--- src/include/pic_pkg.sv ---
// Shared constants for the port interrupt control block: register map, field positions and reset values.
// Assumes a 32-bit AXI4-Lite master with byte addressing and the 250 MHz system clock.
package pic_pkg;

  ////////////////////////////////////////////////////////////////////////////////////////////////////////////
  // Widths.
  localparam int unsigned PIC_ADDR_W   = 8;   // Byte address width of the register bus.
  localparam int unsigned PIC_FIRST_W  = 8;   // Lines of the first port.
  localparam int unsigned PIC_SECOND_W = 8;   // Lines of the second port.
  localparam int unsigned PIC_THIRD_W  = 5;   // Lines of the third port.
  localparam int unsigned PIC_PINS_W   = 21;  // All synchronised lines, third port on top.
  localparam int unsigned PIC_CTL_W    = 7;   // Stored bits of the control register.
  localparam int unsigned PIC_IRQ_W    = 3;   // One sticky event bit per port.

  ////////////////////////////////////////////////////////////////////////////////////////////////////////////
  // Register byte offsets, one aligned word each.
  localparam logic [7:0] PIC_OFS_FIRST_FLAGS  = 8'h80;  // First port pending flags.
  localparam logic [7:0] PIC_OFS_SECOND_FLAGS = 8'h84;  // Second port pending flags.
  localparam logic [7:0] PIC_OFS_THIRD_FLAGS  = 8'h88;  // Third port pending flags.
  localparam logic [7:0] PIC_OFS_CONTROL      = 8'h8c;  // Port interrupt control.
  localparam logic [7:0] PIC_OFS_SECOND_MASK  = 8'h90;  // Second port per-pin mask.
  localparam logic [7:0] PIC_OFS_IRQ_STATUS   = 8'h94;  // Sticky event status, write one to clear.
  localparam logic [7:0] PIC_OFS_IRQ_MASK     = 8'h98;  // Event mask onto the interrupt output.

  ////////////////////////////////////////////////////////////////////////////////////////////////////////////
  // Control register field positions.
  localparam int unsigned PIC_CTL_FIRST_EDGE   = 0;  // First port edge select, 1 means falling.
  localparam int unsigned PIC_CTL_SECOND_EDGE  = 1;  // Second port edge select, 1 means falling.
  localparam int unsigned PIC_CTL_THIRD_EDGE   = 2;  // Third port edge select, 1 means falling.
  localparam int unsigned PIC_CTL_FIRST_LO_EN  = 3;  // First port lines 3..0 enable.
  localparam int unsigned PIC_CTL_FIRST_HI_EN  = 4;  // First port lines 7..4 enable.
  localparam int unsigned PIC_CTL_THIRD_EN     = 5;  // Third port enable.
  localparam int unsigned PIC_CTL_DRIVE        = 6;  // Output drive select, 1 means maximum.

  // Event status bit positions.
  localparam int unsigned PIC_IRQ_FIRST  = 0;
  localparam int unsigned PIC_IRQ_SECOND = 1;
  localparam int unsigned PIC_IRQ_THIRD  = 2;

  // Line positions used by the USB-capable variant.
  localparam int unsigned PIC_USB_LINE    = 7;  // Resume event replaces this first port line.
  localparam int unsigned PIC_UNUSED_LINE = 6;  // Flag that is never set in that variant.

  ////////////////////////////////////////////////////////////////////////////////////////////////////////////
  // Reset values.
  localparam logic [6:0] PIC_CONTROL_RESET = 7'h00;
  localparam logic [7:0] PIC_FLAGS8_RESET  = 8'h00;
  localparam logic [4:0] PIC_FLAGS5_RESET  = 5'h00;
  localparam logic [7:0] PIC_MASK_RESET    = 8'h00;
  localparam logic [2:0] PIC_IRQ_RESET     = 3'h0;

  // Bus response codes.
  localparam logic [1:0] PIC_RESP_OKAY   = 2'h0;
  localparam logic [1:0] PIC_RESP_SLVERR = 2'h2;

  // True when the byte address hits one of the registers.
  function automatic logic pic_is_mapped(input logic [7:0] addr);
    pic_is_mapped = (addr == PIC_OFS_FIRST_FLAGS) || (addr == PIC_OFS_SECOND_FLAGS) ||
                    (addr == PIC_OFS_THIRD_FLAGS) || (addr == PIC_OFS_CONTROL) ||
                    (addr == PIC_OFS_SECOND_MASK) || (addr == PIC_OFS_IRQ_STATUS) ||
                    (addr == PIC_OFS_IRQ_MASK);
  endfunction : pic_is_mapped

endpackage : pic_pkg

--- src/hw/pic_port_irq_ctrl.sv ---
// Port interrupt control: edge detection, pending flags, enables and drive select for three ports.
// Assumes pins arrive asynchronously, the resume event comes from logic on mclk, and an AXI4-Lite master.
//
// Design decision made here: the AXI4-Lite interface to the registers.
`timescale 1ns/1ps

module pic_port_irq_ctrl
  import pic_pkg::*;
#(
  parameter bit USB_VARIANT = 1'b0                      // Build the resume-event variant of line 7.
) (
  input  wire logic                    mclk,              // System clock, 250 MHz.
  input  wire logic                    reset_n,           // Synchronous reset, active low.
  input  wire logic [PIC_FIRST_W-1:0]  first_port_pins,   // First port input levels.
  input  wire logic [PIC_SECOND_W-1:0] second_port_pins,  // Second port input levels.
  input  wire logic [PIC_THIRD_W-1:0]  third_port_pins,   // Third port input levels.
  input  wire logic                    usb_resume,        // Resume level from the USB logic, on mclk.
  output logic                         output_drive_select, // Drive strength for output pins.
  output logic [PIC_IRQ_W-1:0]         port_irq_req,      // Per-port request to the CPU.
  output logic                         irq_out,           // Masked event interrupt.
  input  wire logic [PIC_ADDR_W-1:0]   s_axi_awaddr,
  input  wire logic                    s_axi_awvalid,
  output logic                         s_axi_awready,
  input  wire logic [31:0]             s_axi_wdata,
  input  wire logic [3:0]              s_axi_wstrb,
  input  wire logic                    s_axi_wvalid,
  output logic                         s_axi_wready,
  output logic [1:0]                   s_axi_bresp,
  output logic                         s_axi_bvalid,
  input  wire logic                    s_axi_bready,
  input  wire logic [PIC_ADDR_W-1:0]   s_axi_araddr,
  input  wire logic                    s_axi_arvalid,
  output logic                         s_axi_arready,
  output logic [31:0]                  s_axi_rdata,
  output logic [1:0]                   s_axi_rresp,
  output logic                         s_axi_rvalid,
  input  wire logic                    s_axi_rready
);

  ////////////////////////////////////////////////////////////////////////////////////////////////////////////
  // State of the whole block.
  typedef struct packed {
    logic [PIC_PINS_W-1:0]   sync1;        // First synchroniser stage, read only by the second.
    logic [PIC_PINS_W-1:0]   sync2;        // Second synchroniser stage.
    logic [PIC_PINS_W-1:0]   sync3;        // Third synchroniser stage.
    logic [PIC_PINS_W-1:0]   filt;         // Accepted level, moves when stages two and three agree.
    logic                    usb_prev;     // Previous resume level for its rising edge.
    logic [PIC_FIRST_W-1:0]  flags0;       // First port pending flags.
    logic [PIC_SECOND_W-1:0] flags1;       // Second port pending flags.
    logic [PIC_THIRD_W-1:0]  flags2;       // Third port pending flags.
    logic [PIC_CTL_W-1:0]    ctrl;         // Control register, bit 7 is not stored.
    logic [PIC_SECOND_W-1:0] mask1;        // Second port per-pin mask.
    logic [PIC_IRQ_W-1:0]    irq_stat;     // Sticky event status.
    logic [PIC_IRQ_W-1:0]    irq_mask;     // Event mask.
    logic [PIC_IRQ_W-1:0]    port_irq;     // Registered per-port requests.
    logic                    irq;          // Registered interrupt output.
    logic                    aw_full;      // Write address held.
    logic [PIC_ADDR_W-1:0]   aw_addr;
    logic                    w_full;       // Write data held.
    logic [7:0]              w_data;
    logic                    w_lane0;      // Byte lane 0 was strobed.
    logic                    bvalid;
    logic [1:0]              bresp;
    logic                    rvalid;
    logic [31:0]             rdata;
    logic [1:0]              rresp;
  } pic_state_s;

  pic_state_s state_reg;   // Registered state.
  pic_state_s state_next;  // Next state from the combinational process.

  ////////////////////////////////////////////////////////////////////////////////////////////////////////////
  // Edge detector shared by all ports; falling selects the falling edge.
  function automatic logic [7:0] pic_edge_hit(input logic [7:0] prev, input logic [7:0] now,
                                              input logic falling);
    pic_edge_hit = falling ? (prev & ~now) : (~prev & now);
  endfunction : pic_edge_hit

  // Enable vector of the first port from the control bits.
  function automatic logic [7:0] pic_first_en(input logic [PIC_CTL_W-1:0] ctl);
    pic_first_en = {{4{ctl[PIC_CTL_FIRST_HI_EN]}}, {4{ctl[PIC_CTL_FIRST_LO_EN]}}};
  endfunction : pic_first_en

  ////////////////////////////////////////////////////////////////////////////////////////////////////////////
  // Next-state logic: synchronisers, edges, flags, register writes and reads, bus handshakes.
  always_comb begin
    logic [PIC_PINS_W-1:0] agree;  // Stages two and three hold the same level.
    logic [7:0]            hit0;   // First port edges this cycle.
    logic [7:0]            hit1;   // Second port edges this cycle.
    logic [7:0]            hit2w;  // Third port edges, zero extended.
    logic [PIC_THIRD_W-1:0] hit2;
    logic [7:0]            clr0;   // Flags cleared by a write of zero.
    logic [7:0]            clr1;
    logic [PIC_THIRD_W-1:0] clr2;
    logic [PIC_IRQ_W-1:0]  w1c;    // Status bits cleared by a write of one.
    logic [PIC_IRQ_W-1:0]  ev;     // Enabled edges this cycle.
    logic                  do_write;
    logic                  usb_rise;
    agree    = '0;
    hit0     = '0;
    hit1     = '0;
    hit2w    = '0;
    hit2     = '0;
    clr0     = '0;
    clr1     = '0;
    clr2     = '0;
    w1c      = '0;
    ev       = '0;
    do_write = 1'b0;
    usb_rise = 1'b0;
    state_next = state_reg;

    // Three-stage synchroniser; a change counts only once stages two and three agree,
    // so a pin must hold a new level for two cycles to be seen at all.
    state_next.sync1 = {third_port_pins, second_port_pins, first_port_pins};
    state_next.sync2 = state_reg.sync1;
    state_next.sync3 = state_reg.sync2;
    agree            = ~(state_reg.sync2 ^ state_reg.sync3);
    state_next.filt  = (state_reg.filt & ~agree) | (state_reg.sync3 & agree);

    // Edge detection on the accepted level, with one edge select per port.
    hit0  = pic_edge_hit(state_reg.filt[7:0], state_next.filt[7:0],
                         state_reg.ctrl[PIC_CTL_FIRST_EDGE]);
    hit1  = pic_edge_hit(state_reg.filt[15:8], state_next.filt[15:8],
                         state_reg.ctrl[PIC_CTL_SECOND_EDGE]);
    hit2w = pic_edge_hit({3'h0, state_reg.filt[20:16]}, {3'h0, state_next.filt[20:16]},
                         state_reg.ctrl[PIC_CTL_THIRD_EDGE]);
    hit2  = hit2w[PIC_THIRD_W-1:0];

    // The resume event takes the place of line 7 and is always a rising edge, which is why
    // software must leave the first port on rising edges while USB is in use.
    state_next.usb_prev = usb_resume;
    usb_rise            = usb_resume & ~state_reg.usb_prev;
    if (USB_VARIANT) begin
      hit0[PIC_USB_LINE]    = usb_rise;
      hit0[PIC_UNUSED_LINE] = 1'b0;
    end

    // Register writes, once address and data are both held and no answer is pending.
    do_write = state_reg.aw_full & state_reg.w_full & ~state_reg.bvalid;
    if (do_write) begin
      state_next.aw_full = 1'b0;
      state_next.w_full  = 1'b0;
      state_next.bvalid  = 1'b1;
      state_next.bresp   = pic_is_mapped(state_reg.aw_addr) ? PIC_RESP_OKAY : PIC_RESP_SLVERR;
      if (state_reg.w_lane0) begin
        case (state_reg.aw_addr)
          PIC_OFS_FIRST_FLAGS: begin
            clr0 = ~state_reg.w_data;
          end
          PIC_OFS_SECOND_FLAGS: begin
            clr1 = ~state_reg.w_data;
          end
          PIC_OFS_THIRD_FLAGS: begin
            clr2 = ~state_reg.w_data[PIC_THIRD_W-1:0];
          end
          PIC_OFS_CONTROL: begin
            state_next.ctrl = state_reg.w_data[PIC_CTL_W-1:0];
          end
          PIC_OFS_SECOND_MASK: begin
            state_next.mask1 = state_reg.w_data;
          end
          PIC_OFS_IRQ_STATUS: begin
            w1c = state_reg.w_data[PIC_IRQ_W-1:0];
          end
          PIC_OFS_IRQ_MASK: begin
            state_next.irq_mask = state_reg.w_data[PIC_IRQ_W-1:0];
          end
          default: begin
            // Unmapped address: nothing is stored, the answer carries an error.
          end
        endcase
      end
    end

    // Pending flags: a new edge wins over a clear in the same cycle.
    state_next.flags0 = (state_reg.flags0 & ~clr0) | hit0;
    state_next.flags1 = (state_reg.flags1 & ~clr1) | hit1;
    state_next.flags2 = (state_reg.flags2 & ~clr2) | hit2;

    // Sticky events: an edge on an enabled line of a port; set wins over clear.
    ev[PIC_IRQ_FIRST]   = |(hit0 & pic_first_en(state_reg.ctrl));
    ev[PIC_IRQ_SECOND]  = |(hit1 & state_reg.mask1);
    ev[PIC_IRQ_THIRD]   = (|hit2) & state_reg.ctrl[PIC_CTL_THIRD_EN];
    state_next.irq_stat = (state_reg.irq_stat & ~w1c) | ev;

    // Per-port requests stand while an enabled flag is pending.
    state_next.port_irq[PIC_IRQ_FIRST]  = |(state_next.flags0 & pic_first_en(state_next.ctrl));
    state_next.port_irq[PIC_IRQ_SECOND] = |(state_next.flags1 & state_next.mask1);
    state_next.port_irq[PIC_IRQ_THIRD]  = (|state_next.flags2) &
                                          state_next.ctrl[PIC_CTL_THIRD_EN];
    state_next.irq = |(state_next.irq_stat & state_next.irq_mask);

    // Write channels are taken in either order and held until the write is done.
    if (s_axi_awvalid && !state_reg.aw_full) begin
      state_next.aw_full = 1'b1;
      state_next.aw_addr = s_axi_awaddr;
    end
    if (s_axi_wvalid && !state_reg.w_full) begin
      state_next.w_full  = 1'b1;
      state_next.w_data  = s_axi_wdata[7:0];
      state_next.w_lane0 = s_axi_wstrb[0];
    end
    if (state_reg.bvalid && s_axi_bready) begin
      state_next.bvalid = 1'b0;
    end

    // Reads answer one cycle after the address is taken; upper bits read as zero.
    if (state_reg.rvalid && s_axi_rready) begin
      state_next.rvalid = 1'b0;
    end
    if (s_axi_arvalid && !state_reg.rvalid) begin
      state_next.rvalid = 1'b1;
      state_next.rresp  = pic_is_mapped(s_axi_araddr) ? PIC_RESP_OKAY : PIC_RESP_SLVERR;
      case (s_axi_araddr)
        PIC_OFS_FIRST_FLAGS: begin
          state_next.rdata = {24'h0, state_reg.flags0};
        end
        PIC_OFS_SECOND_FLAGS: begin
          state_next.rdata = {24'h0, state_reg.flags1};
        end
        PIC_OFS_THIRD_FLAGS: begin
          state_next.rdata = {27'h0, state_reg.flags2};
        end
        PIC_OFS_CONTROL: begin
          state_next.rdata = {25'h0, state_reg.ctrl};
        end
        PIC_OFS_SECOND_MASK: begin
          state_next.rdata = {24'h0, state_reg.mask1};
        end
        PIC_OFS_IRQ_STATUS: begin
          state_next.rdata = {29'h0, state_reg.irq_stat};
        end
        PIC_OFS_IRQ_MASK: begin
          state_next.rdata = {29'h0, state_reg.irq_mask};
        end
        default: begin
          state_next.rdata = 32'h0;
        end
      endcase
    end
  end

  ////////////////////////////////////////////////////////////////////////////////////////////////////////////
  // State register with synchronous reset.
  always_ff @(posedge mclk) begin
    if (!reset_n) begin
      state_reg          <= '0;
      state_reg.ctrl     <= PIC_CONTROL_RESET;
      state_reg.flags0   <= PIC_FLAGS8_RESET;
      state_reg.flags1   <= PIC_FLAGS8_RESET;
      state_reg.flags2   <= PIC_FLAGS5_RESET;
      state_reg.mask1    <= PIC_MASK_RESET;
      state_reg.irq_stat <= PIC_IRQ_RESET;
      state_reg.irq_mask <= PIC_IRQ_RESET;
      state_reg.bresp    <= PIC_RESP_OKAY;
      state_reg.rresp    <= PIC_RESP_OKAY;
    end else begin
      state_reg <= state_next;
    end
  end

  ////////////////////////////////////////////////////////////////////////////////////////////////////////////
  // Outputs. Ready signals are combinational so that a held channel stalls the master at once.
  assign output_drive_select = state_reg.ctrl[PIC_CTL_DRIVE];
  assign port_irq_req        = state_reg.port_irq;
  assign irq_out             = state_reg.irq;
  assign s_axi_awready       = ~state_reg.aw_full;
  assign s_axi_wready        = ~state_reg.w_full;
  assign s_axi_bvalid        = state_reg.bvalid;
  assign s_axi_bresp         = state_reg.bresp;
  assign s_axi_arready       = ~state_reg.rvalid;
  assign s_axi_rvalid        = state_reg.rvalid;
  assign s_axi_rdata         = state_reg.rdata;
  assign s_axi_rresp         = state_reg.rresp;

endmodule : pic_port_irq_ctrl

--- config.mk ---
export PLATFORM = sky130hd
export DESIGN_NAME = pic_port_irq_ctrl
export DESIGN_NICKNAME = d
export VERILOG_FILES = /design/src/include/pic_pkg.sv /design/src/hw/pic_port_irq_ctrl.sv
export SDC_FILE = /design/constraint.sdc
export NUM_CORES = 1
export LEC_CHECK = 0
export BUFFER_PORTS_ARGS = -buffer_cell sky130_fd_sc_hd__buf_2
export CAP_MARGIN = 20
export CORE_UTILIZATION = 40
export DETAILED_ROUTE_END_ITERATION = 6
export GPL_ROUTABILITY_DRIVEN = 0
export PLACE_DENSITY_LB_ADDON = 0.05
export RECOVER_POWER = 50
export SLEW_MARGIN = 10
export SYNTH_ARGS = -nofsm -noshare
export SYNTH_HDL_FRONTEND = slang
export SYNTH_SLANG_ARGS = --single-unit
--- constraint.sdc ---
create_clock -name mclk -period 2.1 [get_ports mclk]
set_clock_uncertainty 0.1 [all_clocks]
set_input_delay 0.105 -clock mclk [delete_from_list [all_inputs] [get_ports mclk]]
set_output_delay 0.105 -clock mclk [all_outputs]
set_load 0.01 [all_outputs]
==> qor.yml, run 1 <==
status:
  status: "completed"
timing:
  drv_slew: 0
  setup_violations: 0
  min_period_over_period: 0.970
  fmax_ghz: 0.491
  fin_ws_ns: 0.0622
  max-slew-margin-rel: 0.192
  tightest_slew_ns: 1.21
  finalHoldViolations: 0
  layout_min_cycle_time_ns: 2.04
cells_and_area:
  fin_cells: 1040
  num_antenna_cells: 0
  fin_area_mm2: 0.00816
  layout_common_cells: "dfxtp_1, buf_2, a21oi_1"
  layout-drive-gt1-share: 0.195
  final_common_cell: "dfxtp_1"
  area_growth_pct: 25.3
  largest_reg_flops: 102
  fin_nets: 892
  postLayoutCoreUtil: 0.514
worst_setup_path:
  arrival_ns: 2.21
  critPathKind: "reg -> reg"
  path_max_fanout: 5
  worstReg2RegEnd: "irq_out"
  cp_data_required_time_ns: 2.27
  crit_path_end_kind: "flop"
  r2r_start: "state_reg[48]"
  reg2reg_slack_ns: 0.06
  startpoint_type: "flop"
  ff2ff_path_depth: 6
global_route:
  antenna_found_initial: 0
  grt_pass1_wl_um: 23800
  grt_pass1_vias: 4750
  grt_max_degree: 74
  grt_overflow: 0
  gr-usage-all-layers: 0.189
clock_network:
  clk_latency_ns: 0.43
  cts_buffer_depth: 2
  cts_inserted_buffers: 17
  root_buffer: "clkbuf_16"
  path_clk_slew_ns: 0.06
  cts_tree: "done"
  cts.sinks: 161
  htree_levels: 4
hold_path:
  holdCritStartpoint: "s_axi_araddr[7]"
  hold_class: "in -> reg"
  holdPathStages: 5
  holdPathEnd: "s_axi_rdata[7]"
floorplan:
  pin_count: 127
  die-width_um: 130
  die_area_mm2: 0.0168
  die_h_um: 130
  initial_core_util: 0.410
  rows: 46
  coreArea_mm2: 0.0159
place:
  dp_hpwl_um: 10500
  dp_slack_ns: 0.0151
  place_area_mm2: 0.00705
  dp.cells: 964
  numPortBuffers: 72
drt:
  dr.pass1.iters: 5
  dr_total_vias: 5141
  wirelength_um: 15100
  ant_nets: 0
  drc_errors: 0
  vias_per_cell: 4.94
  drt_iter0_markers: 206
  routedWlPerCell_um: 14.6
yosys:
  yosysSeqAreaShare: 0.495
  ys_async_sr_fraction: 0
  syn-cell-area_mm2: 0.00651
  yosys_most_used_dff: "dfxtp_1"
  ys_ff_latch: 161
  synth-edff-count: 0
  ys_types: 49
  synth_cells: 691
  avgSynthCellArea_um2: 9.42
  yosysWarningCount: 0
power_and_ir_drop:
  leakage_nw: 3.25
  p_per_area_mw_per_mm2: 830
  irDropWorstVdd_mv: 0.566
  total_power_mw: 6.77
flow_run:
  maxCapViolCount: 0
worst max path at each step:
stage	startpoint	end	slack, ns	cells after the start
floorplan	state_reg[52]	port_irq_req[0]	0.27	6
global placement	state_reg[52]	port_irq_req[1]	0.04	7
detailed placement	state_reg[53]	port_irq_req[1]	0.02	7
CTS	state_reg[53]	port_irq_req[0]	0.02	6
global route	state_reg[48]	irq_out	-0.01	6
finish	state_reg[48]	irq_out	0.06	6
critical path: stages (launching register included):
cell and delay (ns):
dfxtp_1 0.38, nor4b_2 0.33, and4_2 0.33, nand2_1 0.07, a222oi_1 0.38, nand2b_1 0.17
o311ai_0 0.11
metal layers:
layer	track usage	part of all wire
met2	0.307	0.46
met4	0.0848	0.019
met5	0	0
met1	0.239	0.48
met3	0.0425	0.036
synth_stat cells, types with 2 or more instances:
library cell / n / area share
and4_2: 2 / 0.0031
nor3_1: 3 / 0.0023
dfxtp_1: 161 / 0.50
a21oi_1: 61 / 0.047
nand3_2: 2 / 0.0031
and2_1: 71 / 0.068
nor4bb_1: 24 / 0.037
mux2_2: 12 / 0.021
inv_1: 6 / 0.0035
nand2_1: 60 / 0.035
nand2b_1: 5 / 0.0048
buf_2: 2 / 0.0015
nand4_1: 10 / 0.0096
a41oi_1: 2 / 0.0027
buf_4: 40 / 0.046
nor2b_1: 5 / 0.0048
o21ai_0: 53 / 0.041
o22ai_1: 2 / 0.0019
o31a_1: 10 / 0.013
nor2_1: 56 / 0.032
clkbuf_1: 25 / 0.014
a22oi_1: 13 / 0.015
nand4bb_1: 9 / 0.016
nand3_1: 4 / 0.0031
mux4_2: 2 / 0.0069
o21ai_1: 2 / 0.0015
mux2i_1: 27 / 0.042
timing repair:
action                                  4_1_cts  5_1_grt
hold endpoints to repair                     43        0
hold buffers                                 43        0
buffers inserted                              0        1
gates resized for setup                       3       27
endpoints found under the setup margin        1        4
pin swaps                                     1        7
through the flow:
step / hold WS, ns / TNS, ns
floorplan: 0.121 / 0
detailed placement: 0.214 / 0
CTS: 0.00577 / 0
global placement: 0.210 / 0
global route: 0.0445 / -0.0210
finish: 0.0324 / 0
final cells by class:
| class | instances | area, um2 |
|---|---|---|
| timing repair buffer | 145 | 1020 |
| fill | 1497 | 7730 |
| clock buffer | 19 | 453 |
| sequential | 161 | 3230 |
| clock inverter | 13 | 159 |
| inverter | 6 | 22.5 |
| tap | 216 | 270 |
| multi-input combinational | 480 | 3010 |
where the power goes:
group / total, mW / switching [mW] / internal, mW
Clock: 3.17 / 1.24 / 1.93
Sequential: 3.21 / 0.0694 / 3.14
Combinational: 0.400 / 0.199 / 0.201
cell families (layout without fill, tap and decap cells):
family,after synthesis,in the layout,synth area share
DFF,161,161,0.495
other,1,26,0.000576
and+or+nand+nor,262,262,0.236
muxes,41,41,0.0692
buffers and inverters,75,183,0.0669
AOI/OAI and AO/OA,151,151,0.132
(Power assumes the default switching activity.)
==> inputs of run 2 (changes only) <==
--- a/config.mk
+++ b/config.mk
@@ -8,6 +8,7 @@
 export BUFFER_PORTS_ARGS = -buffer_cell sky130_fd_sc_hd__buf_2
 export CAP_MARGIN = 20
 export CORE_UTILIZATION = 40
+export CTS_BUF_LIST = sky130_fd_sc_hd__clkbuf_2
 export DETAILED_ROUTE_END_ITERATION = 6
 export GPL_ROUTABILITY_DRIVEN = 0
 export PLACE_DENSITY_LB_ADDON = 0.05
==> qor.yml, run 2 (same netlist as run 1, synthesis figures left out) <==
timing:
  rsz0062_at_grt: "yes"
  fmax_ghz: 0.485  # -1.1%
  tns_ns: 0  # unchanged
  max-slew-margin-rel: 0.595  # +0.402
  min_period_over_period: 0.981  # +0.0105
  hold-worst-slack_ns: 0.264  # +0.232 ns
  setup_violations: 0  # unchanged
  finalHoldViolations: 0  # unchanged
  tightest_slew_ns: 0.608  # -0.603 ns
  layout_min_cycle_time_ns: 2.06  # +0.0221 ns
  drv_slew: 0  # unchanged
cells_and_area:
  final_common_cell: "dfxtp_1"
  fin_area_mm2: 0.00882  # +8.1%
  largest_reg_flops: 102  # unchanged
  layout_common_cells: "dfxtp_1, dlygate4sd3_1, buf_2"
  layout-drive-gt1-share: 0.187  # -0.00816
  fin_nets: 992  # +11%
  area_growth_pct: 35.4
drt:
  drc_errors: 0  # unchanged
  ant_nets: 0  # unchanged
  routedWlPerCell_um: 14.3  # -1.8%
  wirelength_um: 16300  # +7.7%
  drt_iter0_markers: 239  # +16%
  dr_total_vias: 5574  # +8.4%
  dr.pass1.iters: 5  # unchanged
  vias_per_cell: 4.89  # -1.2%
hold_path:
  holdCritStartpoint: "reset_n"
  hold_class: "in -> reg"
global_route:
  antenna_found_initial: 1  # +1
  grt_overflow: 0  # unchanged
  grt_max_degree: 74  # unchanged
  gr-usage-all-layers: 0.201  # +0.0127
  grt_pass1_vias: 5292  # +11%
  grt_pass1_wl_um: 25700  # +8.1%
power_and_ir_drop:
  p_per_area_mw_per_mm2: 623  # -25%
  leakage_nw: 3.61  # +11%
  irDropWorstVdd_mv: 0.308  # -46%
place:
  numPortBuffers: 72  # unchanged
  place_area_mm2: 0.00705  # unchanged
  dp_hpwl_um: 10500  # unchanged
clock_network:
  root_buffer: "clkbuf_2"
  cts_buffer_depth: 2  # unchanged
  cts.sinks: 161  # unchanged
  path_clk_slew_ns: 0.24  # +0.18 ns
  clk_latency_ns: 0.73  # +0.30 ns
  cts_tree: "done"
  htree_levels: 4  # unchanged
  cts_inserted_buffers: 17  # unchanged
floorplan:
  initial_core_util: 0.410  # unchanged
  coreArea_mm2: 0.0159  # unchanged
  pin_count: 127  # unchanged
  die_h_um: 130  # unchanged
  die_area_mm2: 0.0168  # unchanged
  die-width_um: 130  # unchanged
  rows: 46  # unchanged
worst_setup_path:
  r2r_start: "state_reg[53]"
  crit_path_end_kind: "flop"
  startpoint_type: "flop"
  cp_data_required_time_ns: 2.67  # +0.40 ns
  critPathKind: "reg -> reg"
  path_max_fanout: 5  # unchanged
  arrival_ns: 2.63  # +0.42 ns
  setup.worst_path.start: "state_reg[53]"
flow_run:
  maxCapViolCount: 0  # unchanged
status:
  status: "completed"
-- run 2: changes by cell type in the layout (fill, tap and decap cells not counted), moves of 4 or more --
cell           before  now
and2_0             15    9
and2_1             56   62
buf_4              23   30
clkbuf_16          17    0
clkbuf_2            1   17
dlygate4sd3_1      43  139
o21ai_2             1    5
-- run 2: worst max-delay path, cell delays in order, from the launching register on --
cell	delay, ns
dfxtp_4	0.41
nor4b_4	0.38
buf_4	0.19
nand3_4	0.11
o21ai_2	0.18
nand2_1	0.07
or3_1	0.37
o21a_1	0.17
-- run 2: final timing paths --
check | to | slack, ns | depth (start not counted)
worst max-delay path | port_irq_req[2] | 0.04 | 7
worst min-delay path | state_reg[77] | 0.26 | 4
worst max register to register | port_irq_req[2] | 0.04 | 7
worst min register to register | state_next[137] | 0.36 | 1
-- run 2: cell type report --
cell class                      instances  area, um2
Fill cell                            1430       7070
Sequential cell                       161       3230
Multi-Input combinational cell        480       3020
Timing Repair Buffer                  245       2010
Tap cell                              216        270
Clock inverter                         15        166
Clock buffer                           17       85.1
Inverter                                6       22.5
Antenna cell                            1       2.50
-- run 2: report_power, final --
| part | internal, mW | switching, mW |
|---|---|---|
| logic | 0.318 | 0.225 |
| registers | 3.14 | 0.0705 |
| clock network | 0.648 | 1.09 |
| total | 4.11 | 1.38 |
-- run 2: per-layer routing --
| metal | vias to the layer above | share of wire | global-route usage |
|---|---|---|---|
| met5 | - | 0 | 0 |
| met4 | 0 | 0.019 | 0.0814 |
| met3 | 21 | 0.036 | 0.0380 |
| met2 | 122 | 0.48 | 0.348 |
| met1 | 2633 | 0.46 | 0.246 |
| li1 | 2798 | - | - |
-- run 2: what timing repair did --
action,CTS,global route
hold buffers,140,0
resized for setup,5,33
setup buffers,1,3
pin swaps,1,3
hold endpoints to repair,160,0
setup endpoints to repair,1,9
-- run 2: through the flow --
stage	setup WS, ns	util	total power [mW]	instances
floorplan	0.269	-	3.49	716
global placement	0.0390	0.444	3.60	964
detailed placement	0.0151	0.444	3.61	964
CTS	0.00277	0.549	5.56	1137
global route	-0.0675	0.555	5.76	1141
finish	0.0401	0.555	5.49	1141
